`src/pkg/lsml_map.svh`:
```
// constants for the long multiply and single transfer decoder
// Summary of operation
// - act on an instruction only when its condition result is true
// - long multiply touches flags only when its set-flags bit is one
// - multiply two 32-bit operands to a full 64-bit product, signed or unsigned
// - accumulate forms add the high:low pair to the product
// - bit 23 one adds the offset to the base, zero subtracts it
// - offset is a 12-bit immediate or a shifted offset register
// - pre-index uses the modified base as address, post-index the plain base
// - pre-index writes the modified base back only when write-back bit is one
// - post-index always writes the modified base back
// - post-index with write-back bit signals non-privileged mode for that transfer
// - shift field holds immediate amounts only, never a register amount
// - bit 20 one loads from memory, zero stores to memory
// - size bit one moves a byte, zero moves a word
// - lane steering follows the endian select input
// - little-endian byte load picks the addressed lane, zero-extended
// - byte store repeats the low byte in all four lanes
// - little-endian word load rotates the addressed byte into bits 7:0
// - word store drives the register unrotated
// - big-endian byte load picks lanes from 31:24 downward, zero-extended
// - big-endian word load rotates byte to 31:24 at offsets 0/2, 15:8 at 1/3
// - low product half goes to the low register, high half to the high
// - negative flag is bit 63, zero flag set only if all 64 bits are zero
`ifndef LSML_MAP_SVH
`define LSML_MAP_SVH
`define LSML_BIT_IMM   25
`define LSML_BIT_PRE   24
`define LSML_BIT_UP    23
`define LSML_BIT_BYTE  22
`define LSML_BIT_WB    21
`define LSML_BIT_LOAD  20
`define LSML_BIT_SGN   22
`define LSML_BIT_ACC   21
`define LSML_BIT_SET   20
`define LSML_BIT_REGSH 4
`define LSML_MUL_OP    5'h01
`define LSML_MUL_TAG   4'h9
`define LSML_XFER_OP   2'h1
`endif

```
`src/pkg/lsml_pkg.sv`:
```
// types shared by the decoder and its lane steering
package lsml_pkg;
  typedef logic [31:0] lsml_word_t;
  typedef enum logic [0:0] {
    LSML_IDLE,
    LSML_WAIT_LOAD
  } lsml_state_e;
endpackage : lsml_pkg

```
`src/rtl/lsml_lane_steer.sv`:
```
// load data lane steering for byte and word loads in either endian order
`timescale 1ns/100ps
module lsml_lane_steer (
  input  wire logic              endianBig,
  input  wire logic [1:0]        addrLow,
  input  wire logic              isByte,
  input  wire lsml_pkg::lsml_word_t busData,
  output lsml_pkg::lsml_word_t   loadData
);
  // rotate right by whole bytes
  function automatic lsml_pkg::lsml_word_t rotBytes(input lsml_pkg::lsml_word_t w,
                                                   input logic [1:0] n);
    case (n)
      2'h1:    rotBytes = {w[7:0], w[31:8]};
      2'h2:    rotBytes = {w[15:0], w[31:16]};
      2'h3:    rotBytes = {w[23:0], w[31:24]};
      default: rotBytes = w;
    endcase
  endfunction : rotBytes

  logic [1:0] lane;
  lsml_pkg::lsml_word_t rot;
  lsml_pkg::lsml_word_t laneRot;

  // big-endian counts lanes downward from 31:24
  assign lane = endianBig ? ~addrLow : addrLow;
  // same rotation lands byte in 7:0 (little) or 31:24 / 15:8 (big)
  assign rot = rotBytes(busData, addrLow);
  // a function result cannot be part-selected, so the byte rotation gets its own net
  assign laneRot = rotBytes(busData, lane);
  // byte picks its lane and zero-extends
  always_comb begin
    loadData = rot;
    if (isByte) begin
      loadData = {24'h000000, laneRot[7:0]};
    end
  end
endmodule : lsml_lane_steer

```
`src/rtl/lsml_decode.sv`:
```
// long multiply and single data transfer decode and execute block
//
// Implementation choices: the register addresses and the plain strobed port.
`timescale 1ns/100ps
`include "lsml_map.svh"
module lsml_decode (
  input  wire logic              clk,
  input  wire logic              rst_n,
  input  wire logic              instrValid,
  input  wire lsml_pkg::lsml_word_t instr,
  input  wire logic              condMet,
  input  wire logic              privMode,
  input  wire logic              endianSelect,
  input  wire lsml_pkg::lsml_word_t opRm,
  input  wire lsml_pkg::lsml_word_t opRs,
  input  wire lsml_pkg::lsml_word_t opLoBase,
  input  wire lsml_pkg::lsml_word_t opHiSrc,
  input  wire lsml_pkg::lsml_word_t memRdata,
  input  wire logic              memRvalid,
  output logic                   busy,
  output logic [3:0]             idxRm,
  output logic [3:0]             idxRs,
  output logic [3:0]             idxLoBase,
  output logic [3:0]             idxHiSrc,
  output logic                   wrLoEn,
  output logic [3:0]             wrLoIdx,
  output lsml_pkg::lsml_word_t   wrLoData,
  output logic                   wrHiEn,
  output logic [3:0]             wrHiIdx,
  output lsml_pkg::lsml_word_t   wrHiData,
  output logic                   flagWe,
  output logic                   flagN,
  output logic                   flagZ,
  output logic                   flagC,
  output logic                   flagV,
  output logic                   memReq,
  output lsml_pkg::lsml_word_t   memAddr,
  output logic                   memWrite,
  output logic                   memByte,
  output lsml_pkg::lsml_word_t   memWdata,
  output logic                   memUserMode,
  output logic                   illegalShift
);
  // ==========================================================
  // helpers
  // ==========================================================
  // immediate shift of the offset register; amount zero passes unchanged
  function automatic lsml_pkg::lsml_word_t shiftImm(input lsml_pkg::lsml_word_t v,
                                                   input logic [1:0] kind,
                                                   input logic [4:0] amt);
    logic [63:0] twice;
    twice = {v, v};
    case (kind)
      2'h0:    shiftImm = v << amt;
      2'h1:    shiftImm = v >> amt;
      2'h2:    shiftImm = lsml_pkg::lsml_word_t'($signed(v) >>> amt);
      default: shiftImm = lsml_pkg::lsml_word_t'(twice >> amt);
    endcase
  endfunction : shiftImm

  // ==========================================================
  // decode
  // ==========================================================
  lsml_pkg::lsml_state_e state;
  lsml_pkg::lsml_state_e next_state;
  logic                  take;
  logic                  isMul;
  logic                  isXfer;
  logic                  doMul;
  logic                  doXfer;

  // a new instruction is only taken while no load is pending
  assign take   = instrValid && !busy;
  assign isMul  = (instr[27:23] == `LSML_MUL_OP) && (instr[7:4] == `LSML_MUL_TAG);
  assign isXfer = (instr[27:26] == `LSML_XFER_OP);
  // failed condition means no effect at all
  assign doMul  = take && condMet && isMul;
  assign doXfer = take && condMet && isXfer;

  // register file read ports, straight from the instruction fields
  assign idxRm     = instr[3:0];
  assign idxRs     = instr[11:8];
  assign idxLoBase = isMul ? instr[15:12] : instr[19:16];
  assign idxHiSrc  = isMul ? instr[19:16] : instr[15:12];

  // ==========================================================
  // long multiply datapath
  // ==========================================================
  logic        mulSigned;
  logic [63:0] extM;
  logic [63:0] extS;
  logic [63:0] product;
  logic [63:0] accIn;
  logic [63:0] mulResult;

  assign mulSigned = instr[`LSML_BIT_SGN];
  // sign or zero extension makes the low 64 bits of the product exact
  assign extM      = {mulSigned ? {32{opRm[31]}} : 32'h00000000, opRm};
  assign extS      = {mulSigned ? {32{opRs[31]}} : 32'h00000000, opRs};
  assign product   = 64'(extM * extS);
  assign accIn     = instr[`LSML_BIT_ACC] ? {opHiSrc, opLoBase} : 64'h0;
  assign mulResult = product + accIn;

  // ==========================================================
  // single transfer address path
  // ==========================================================
  lsml_pkg::lsml_word_t offset;
  lsml_pkg::lsml_word_t modBase;
  lsml_pkg::lsml_word_t xferAddr;
  logic                 preIdx;
  logic                 writeBack;
  logic                 isLoad;
  logic                 isByte;

  assign preIdx = instr[`LSML_BIT_PRE];
  assign isLoad = instr[`LSML_BIT_LOAD];
  assign isByte = instr[`LSML_BIT_BYTE];

  // immediate is zero-extended, register offset takes an immediate shift
  always_comb begin
    offset = {20'h00000, instr[11:0]};
    if (instr[`LSML_BIT_IMM]) begin
      offset = shiftImm(opRm, instr[6:5], instr[11:7]);
    end
  end

  assign modBase  = instr[`LSML_BIT_UP] ? opLoBase + offset : opLoBase - offset;
  assign xferAddr = preIdx ? modBase : opLoBase;
  // post-index always writes back, pre-index only on request
  assign writeBack = !preIdx || instr[`LSML_BIT_WB];

  // ==========================================================
  // state
  // ==========================================================
  // waiting for load data blocks the next instruction
  always_comb begin
    next_state = state;
    case (state)
      lsml_pkg::LSML_IDLE: begin
        if (doXfer && isLoad) begin
          next_state = lsml_pkg::LSML_WAIT_LOAD;
        end
      end
      lsml_pkg::LSML_WAIT_LOAD: begin
        if (memRvalid) begin
          next_state = lsml_pkg::LSML_IDLE;
        end
      end
      default: next_state = lsml_pkg::LSML_IDLE;
    endcase
  end

  always_ff @(posedge clk) begin
    if (!rst_n) begin
      state <= lsml_pkg::LSML_IDLE;
    end else begin
      state <= next_state;
    end
  end

  assign busy = (state == lsml_pkg::LSML_WAIT_LOAD);

  // ==========================================================
  // memory request
  // ==========================================================
  logic [3:0] loadIdx;
  logic [1:0] loadAddrLow;
  logic       loadByte;

  // address, size and direction leave together as one request
  always_ff @(posedge clk) begin
    if (!rst_n) begin
      memReq      <= 1'b0;
      memAddr     <= 32'h00000000;
      memWrite    <= 1'b0;
      memByte     <= 1'b0;
      memWdata    <= 32'h00000000;
      memUserMode <= 1'b0;
    end else begin
      memReq <= doXfer;
      if (doXfer) begin
        memAddr  <= xferAddr;
        memWrite <= !isLoad;
        memByte  <= isByte;
        // byte stores fan out to every lane; word stores are never rotated
        memWdata <= isByte ? {4{opHiSrc[7:0]}} : opHiSrc;
        // forced user access lasts only for this request
        memUserMode <= !privMode || (!preIdx && instr[`LSML_BIT_WB]);
      end else begin
        memUserMode <= !privMode;
      end
    end
  end

  // remember where pending load data must go
  always_ff @(posedge clk) begin
    if (!rst_n) begin
      loadIdx     <= 4'h0;
      loadAddrLow <= 2'h0;
      loadByte    <= 1'b0;
    end else if (doXfer && isLoad) begin
      loadIdx     <= instr[15:12];
      loadAddrLow <= xferAddr[1:0];
      loadByte    <= isByte;
    end
  end

  // register-amount shifts are never decoded, so no illegal shift is ever flagged
  assign illegalShift = 1'b0;

  // ==========================================================
  // load data return
  // ==========================================================
  lsml_pkg::lsml_word_t steered;

  lsml_lane_steer u_steer (
    .endianBig (endianSelect),
    .addrLow   (loadAddrLow),
    .isByte    (loadByte),
    .busData   (memRdata),
    .loadData  (steered)
  );

  // ==========================================================
  // register write ports
  // ==========================================================
  // low port carries the low product or load data, high port the high
  // product or the updated base; a multiply is never taken while load data is pending
  always_ff @(posedge clk) begin
    if (!rst_n) begin
      wrLoEn   <= 1'b0;
      wrLoIdx  <= 4'h0;
      wrLoData <= 32'h00000000;
    end else begin
      wrLoEn <= doMul || (busy && memRvalid);
      if (doMul) begin
        wrLoIdx  <= instr[15:12];
        wrLoData <= mulResult[31:0];
      end else if (busy && memRvalid) begin
        wrLoIdx  <= loadIdx;
        wrLoData <= steered;
      end
    end
  end

  always_ff @(posedge clk) begin
    if (!rst_n) begin
      wrHiEn   <= 1'b0;
      wrHiIdx  <= 4'h0;
      wrHiData <= 32'h00000000;
    end else begin
      wrHiEn <= doMul || (doXfer && writeBack);
      if (doMul) begin
        wrHiIdx  <= instr[19:16];
        wrHiData <= mulResult[63:32];
      end else if (doXfer) begin
        wrHiIdx  <= instr[19:16];
        wrHiData <= modBase;
      end
    end
  end

  // ==========================================================
  // flags
  // ==========================================================
  // carry and overflow carry no meaning here, so they are driven low
  always_ff @(posedge clk) begin
    if (!rst_n) begin
      flagWe <= 1'b0;
      flagN  <= 1'b0;
      flagZ  <= 1'b0;
      flagC  <= 1'b0;
      flagV  <= 1'b0;
    end else begin
      flagWe <= doMul && instr[`LSML_BIT_SET];
      if (doMul && instr[`LSML_BIT_SET]) begin
        flagN <= mulResult[63];
        flagZ <= (mulResult == 64'h0);
        flagC <= 1'b0;
        flagV <= 1'b0;
      end
    end
  end
endmodule : lsml_decode

```
`config.mk`:
```
export PLATFORM = sky130hd
export DESIGN_NAME = lsml_decode
export DESIGN_NICKNAME = d
export VERILOG_FILES = /design/src/pkg/lsml_pkg.sv /design/src/rtl/lsml_lane_steer.sv /design/src/rtl/lsml_decode.sv
export VERILOG_INCLUDE_DIRS = /design/src /design/src/pkg
export SDC_FILE = /design/constraint.sdc
export NUM_CORES = 2
export LEC_CHECK = 0
export BUFFER_PORTS_ARGS = -buffer_cell sky130_fd_sc_hd__buf_2
export CORE_UTILIZATION = 23
export DETAILED_ROUTE_END_ITERATION = 10
export PLACE_DENSITY = 0.35
export SYNTH_ARGS = -nofsm -noshare
export SYNTH_HDL_FRONTEND = slang
export SYNTH_HIERARCHICAL = 1
export SYNTH_SLANG_ARGS = --single-unit
```
`constraint.sdc`:
```
create_clock -name clk -period 15.9 [get_ports clk]
set_input_delay 0.795 -clock clk [delete_from_list [all_inputs] [get_ports clk]]
set_output_delay 0.795 -clock clk [all_outputs]
set_load 0.01 [all_outputs]
```
==> results.md <==
- Status: complete, no violations
- Non-Filler Instances: 11000
- Util after Layout: ~25%
- Post-synthesis cell area: ~66000 um2
- DR WL/cell: about 26 um
- Post-layout nets: 9307
- Pre-Repair DR Iteration Count: 6
- Critical Path Source Type: input port
- CTS resizes: 0
- CTS max path bufs: 2
- Distinct cell type count after synthesis: 96
- Post-route cell area: approximately 72000 um2
- Final setup viols: 0
- CTS tree: yes
- Slew @ Worst Pin: roughly 1.4 ns
- Setup_tns: 0 ns
- CTS Hold Bufs: 0
- Post-route DRC violation count: 0
- CP arrival: 14.05 ns
- Routed Antenna Nets: 0
- Async S/R FF share, synth: 0%
- Placeable Area: approximately 280000 um2
- Global-route wire length before repair: 415000 um
- Die Y: 536 um
- Area grow syn2layout: 9.67%
- Min-Delay Path Class: reg -> reg
- Placement Rows: around 200
- Gate Count Post-Synth: 7228
- Final WL: 284000 um
- Final Hold Vio Count: 0
- Initial DRC count: 3384
- Multi-input gate area: 55100 um2
- Main synth FF type: dfxtp_1
- CTS Sinks: roughly 150
- Die footprint: around 290000 um2
- Clk_lat worst skew: 0.52 ns
- H-tree depth: 4
- CTS Root Cell: clkbuf_16
- Dpl hpwl: 238000 um
- CP Max Fanout: 21
- Most frequent cell on the critical path: fa_1
- Cells after DPL: 11000
- Share of layout cells above drive strength 1: 9.28%
- Dpl cell area: 71300 um2
- CP max-delay cell: nor4_1
- Sequential cell area fraction in the yosys report: 4.66%
- DIE WIDTH: 536 um
- RSZ-0062 raised after global routing: no
- Max-slew headroom: 8.89%
- Port Buffers: 356
- Fin. max-slew vios: 0
- Starting density of the core: 23.2%
- Filler instances: slightly above 30000
- Syn Area/Cell: 9.08 um2
- Total global routing overflow: 0
- Vias in the first global route: between 50000 and 60000
- Minimum clock period after layout: roughly 14 ns
- Critical Path Max Stage Delay: around 1.1 ns
- Seq. cell area: 3070 um2
- Clock slew at reported path FFs: 0.08 ns
- Vias after detailed routing: 50900
- Number of synthesized register bits: 153
- CTS buffer count: 17
- Antenna violations before repair: 36
- WS Path Type: in -> reg
- Largest net degree at the start of global routing: 100
- Routability cong.: 0.917
- Final period utilization: 85.7%
- Synth warn: 6
- Post-CTS Setup Inserts: 0
- Clock Skew: 0.0116 ns
- Critical path endpoint category: register
- Number of flops mapped to enable cells by yosys: 0
- Max Clk Rate: 73.4 MHz
- Vias per cell: 4.61
- Max-cap violations: 0
- I/O pin count: 364
- GRT Util Overall: 20.0%
- Critical path data required time: 16.32 ns
[metal layers]
layer	routed length (um)	up-vias	GRT usage (%)
li1	-	22300	-
met1	138000	26900	29.6
met2	128000	1409	31.6
met3	13700	182	2.29
met4	4020	14	3.01
met5	93	-	0
[layout by cell type (no fill, tap or decap), types with 71 or more instances in the layout]
cell type / instances
inv_1: 1524
fa_1: 1485
nand2_1: 774
and2_1: 671
ha_1: 351
buf_2: 350
nor2_1: 172
a21oi_1: 164
dfxtp_1: 151
buf_4: 131
xnor2_1: 129
mux2i_1: 119
nand3_1: 112
o21ai_0: 100
o211a_1: 80
a211oi_1: 75
a21o_1: 71
mux4_2: 71
[final timing paths]
kind                            from                      end  slack [ns]  cells after the start
max reg2reg          busy$_SDFF_PN0_       flagZ$_SDFFE_PN0P_        9.92                     13
max                         opRm[31]       flagZ$_SDFFE_PN0P_        2.27                     32
min          wrHiIdx[2]$_SDFFE_PN0P_  wrHiIdx[2]$_SDFFE_PN0P_        0.47                      2
min reg2reg  wrHiIdx[2]$_SDFFE_PN0P_  wrHiIdx[2]$_SDFFE_PN0P_        0.47                      2
[cell families (layout without fill, tap and decap cells)]
family	Yosys count	count (layout)	synth area share (%)
adders and majority gates	1841	1841	52.0
xor gates and xnor gates	178	178	2.37
muxes	236	236	5.06
DFF	153	153	4.66
and+or+nand+nor	2001	2001	15.3
buffers and inverters	1990	2045	11.5
AOI/OAI and AO/OA	828	828	8.97
other	1	12	0.00571
[registers in the layout, summed over array words and instances (netlist names), 2 cells and up]
register and count:
wrHiIdx 4, memAddr 32, wrLoIdx 4, wrLoData 32
memWdata 32, loadAddrLow 2, loadIdx 4, wrHiData 32
[critical path: cells and delay by family]
kind	cells	cell delay (ns)
AO/OA/AOI/OAI	4	1.57
adder cells (fa/ha/maj)	11	6.15
buffers and inverters	9	1.79
AND/OR/NAND/NOR	8	3.66
[stage by stage]
step / setup WS, ns / hold WS [ns]
global route: 1.86 / 0.450
detailed placement: 1.94 / 0.457
finish: 2.27 / 0.465
global placement: 2.01 / 0.451
CTS: 2.47 / 0.433
floorplan: 4.63 / 0.440
[synth_stat cells (12+ instances only)]
library cell  number  area (um2)
inv_1           1524        5720
fa_1            1485       29700
nand2_1          776        2910
and2_1           671        4200
clkbuf_1         382        1430
ha_1             351        4390
nor2_1           174         653
a21oi_1          164         821
dfxtp_1          153        3060
xnor2_1          129        1130
mux2i_1          119        1190
nand3_1          112         561
o21ai_0          100         500
o211a_1           80         801
a211oi_1          75         563
a21o_1            71         533
mux4_2            71        1600
nor3_1            55         275
xor2_1            49         429
a21boi_0          44         330
mux2_2            44         495
buf_1             43         161
and3_1            37         231
nor2b_1           33         206
o21a_1            28         210
a22oi_1           27         203
a31oi_1           25         156
nand4_1           25         156
nand2b_1          24         150
o211ai_1          20         150
o22ai_1           20         125
buf_2             17        85.1
buf_4             15         113
o21bai_1          15         113
or3_1             14        87.6
a221oi_1          12         105
[cell type report]
| class | instances | share of cell area, % |
|---|---|---|
| well taps | 3743 | 6.50 |
| diodes | 9 | 0.0313 |
| repair buffers | 484 | 3.88 |
| inverters | 1529 | 7.97 |
| flip-flops and latches | 153 | 4.26 |
| multi-input cells | 5087 | 76.5 |
| clock inverters | 15 | 0.313 |
| clock buffers | 17 | 0.591 |
Power is left out: the tool's default activity adds up to more than one toggle a clock period on the data nets, which glitch-free logic cannot reach.
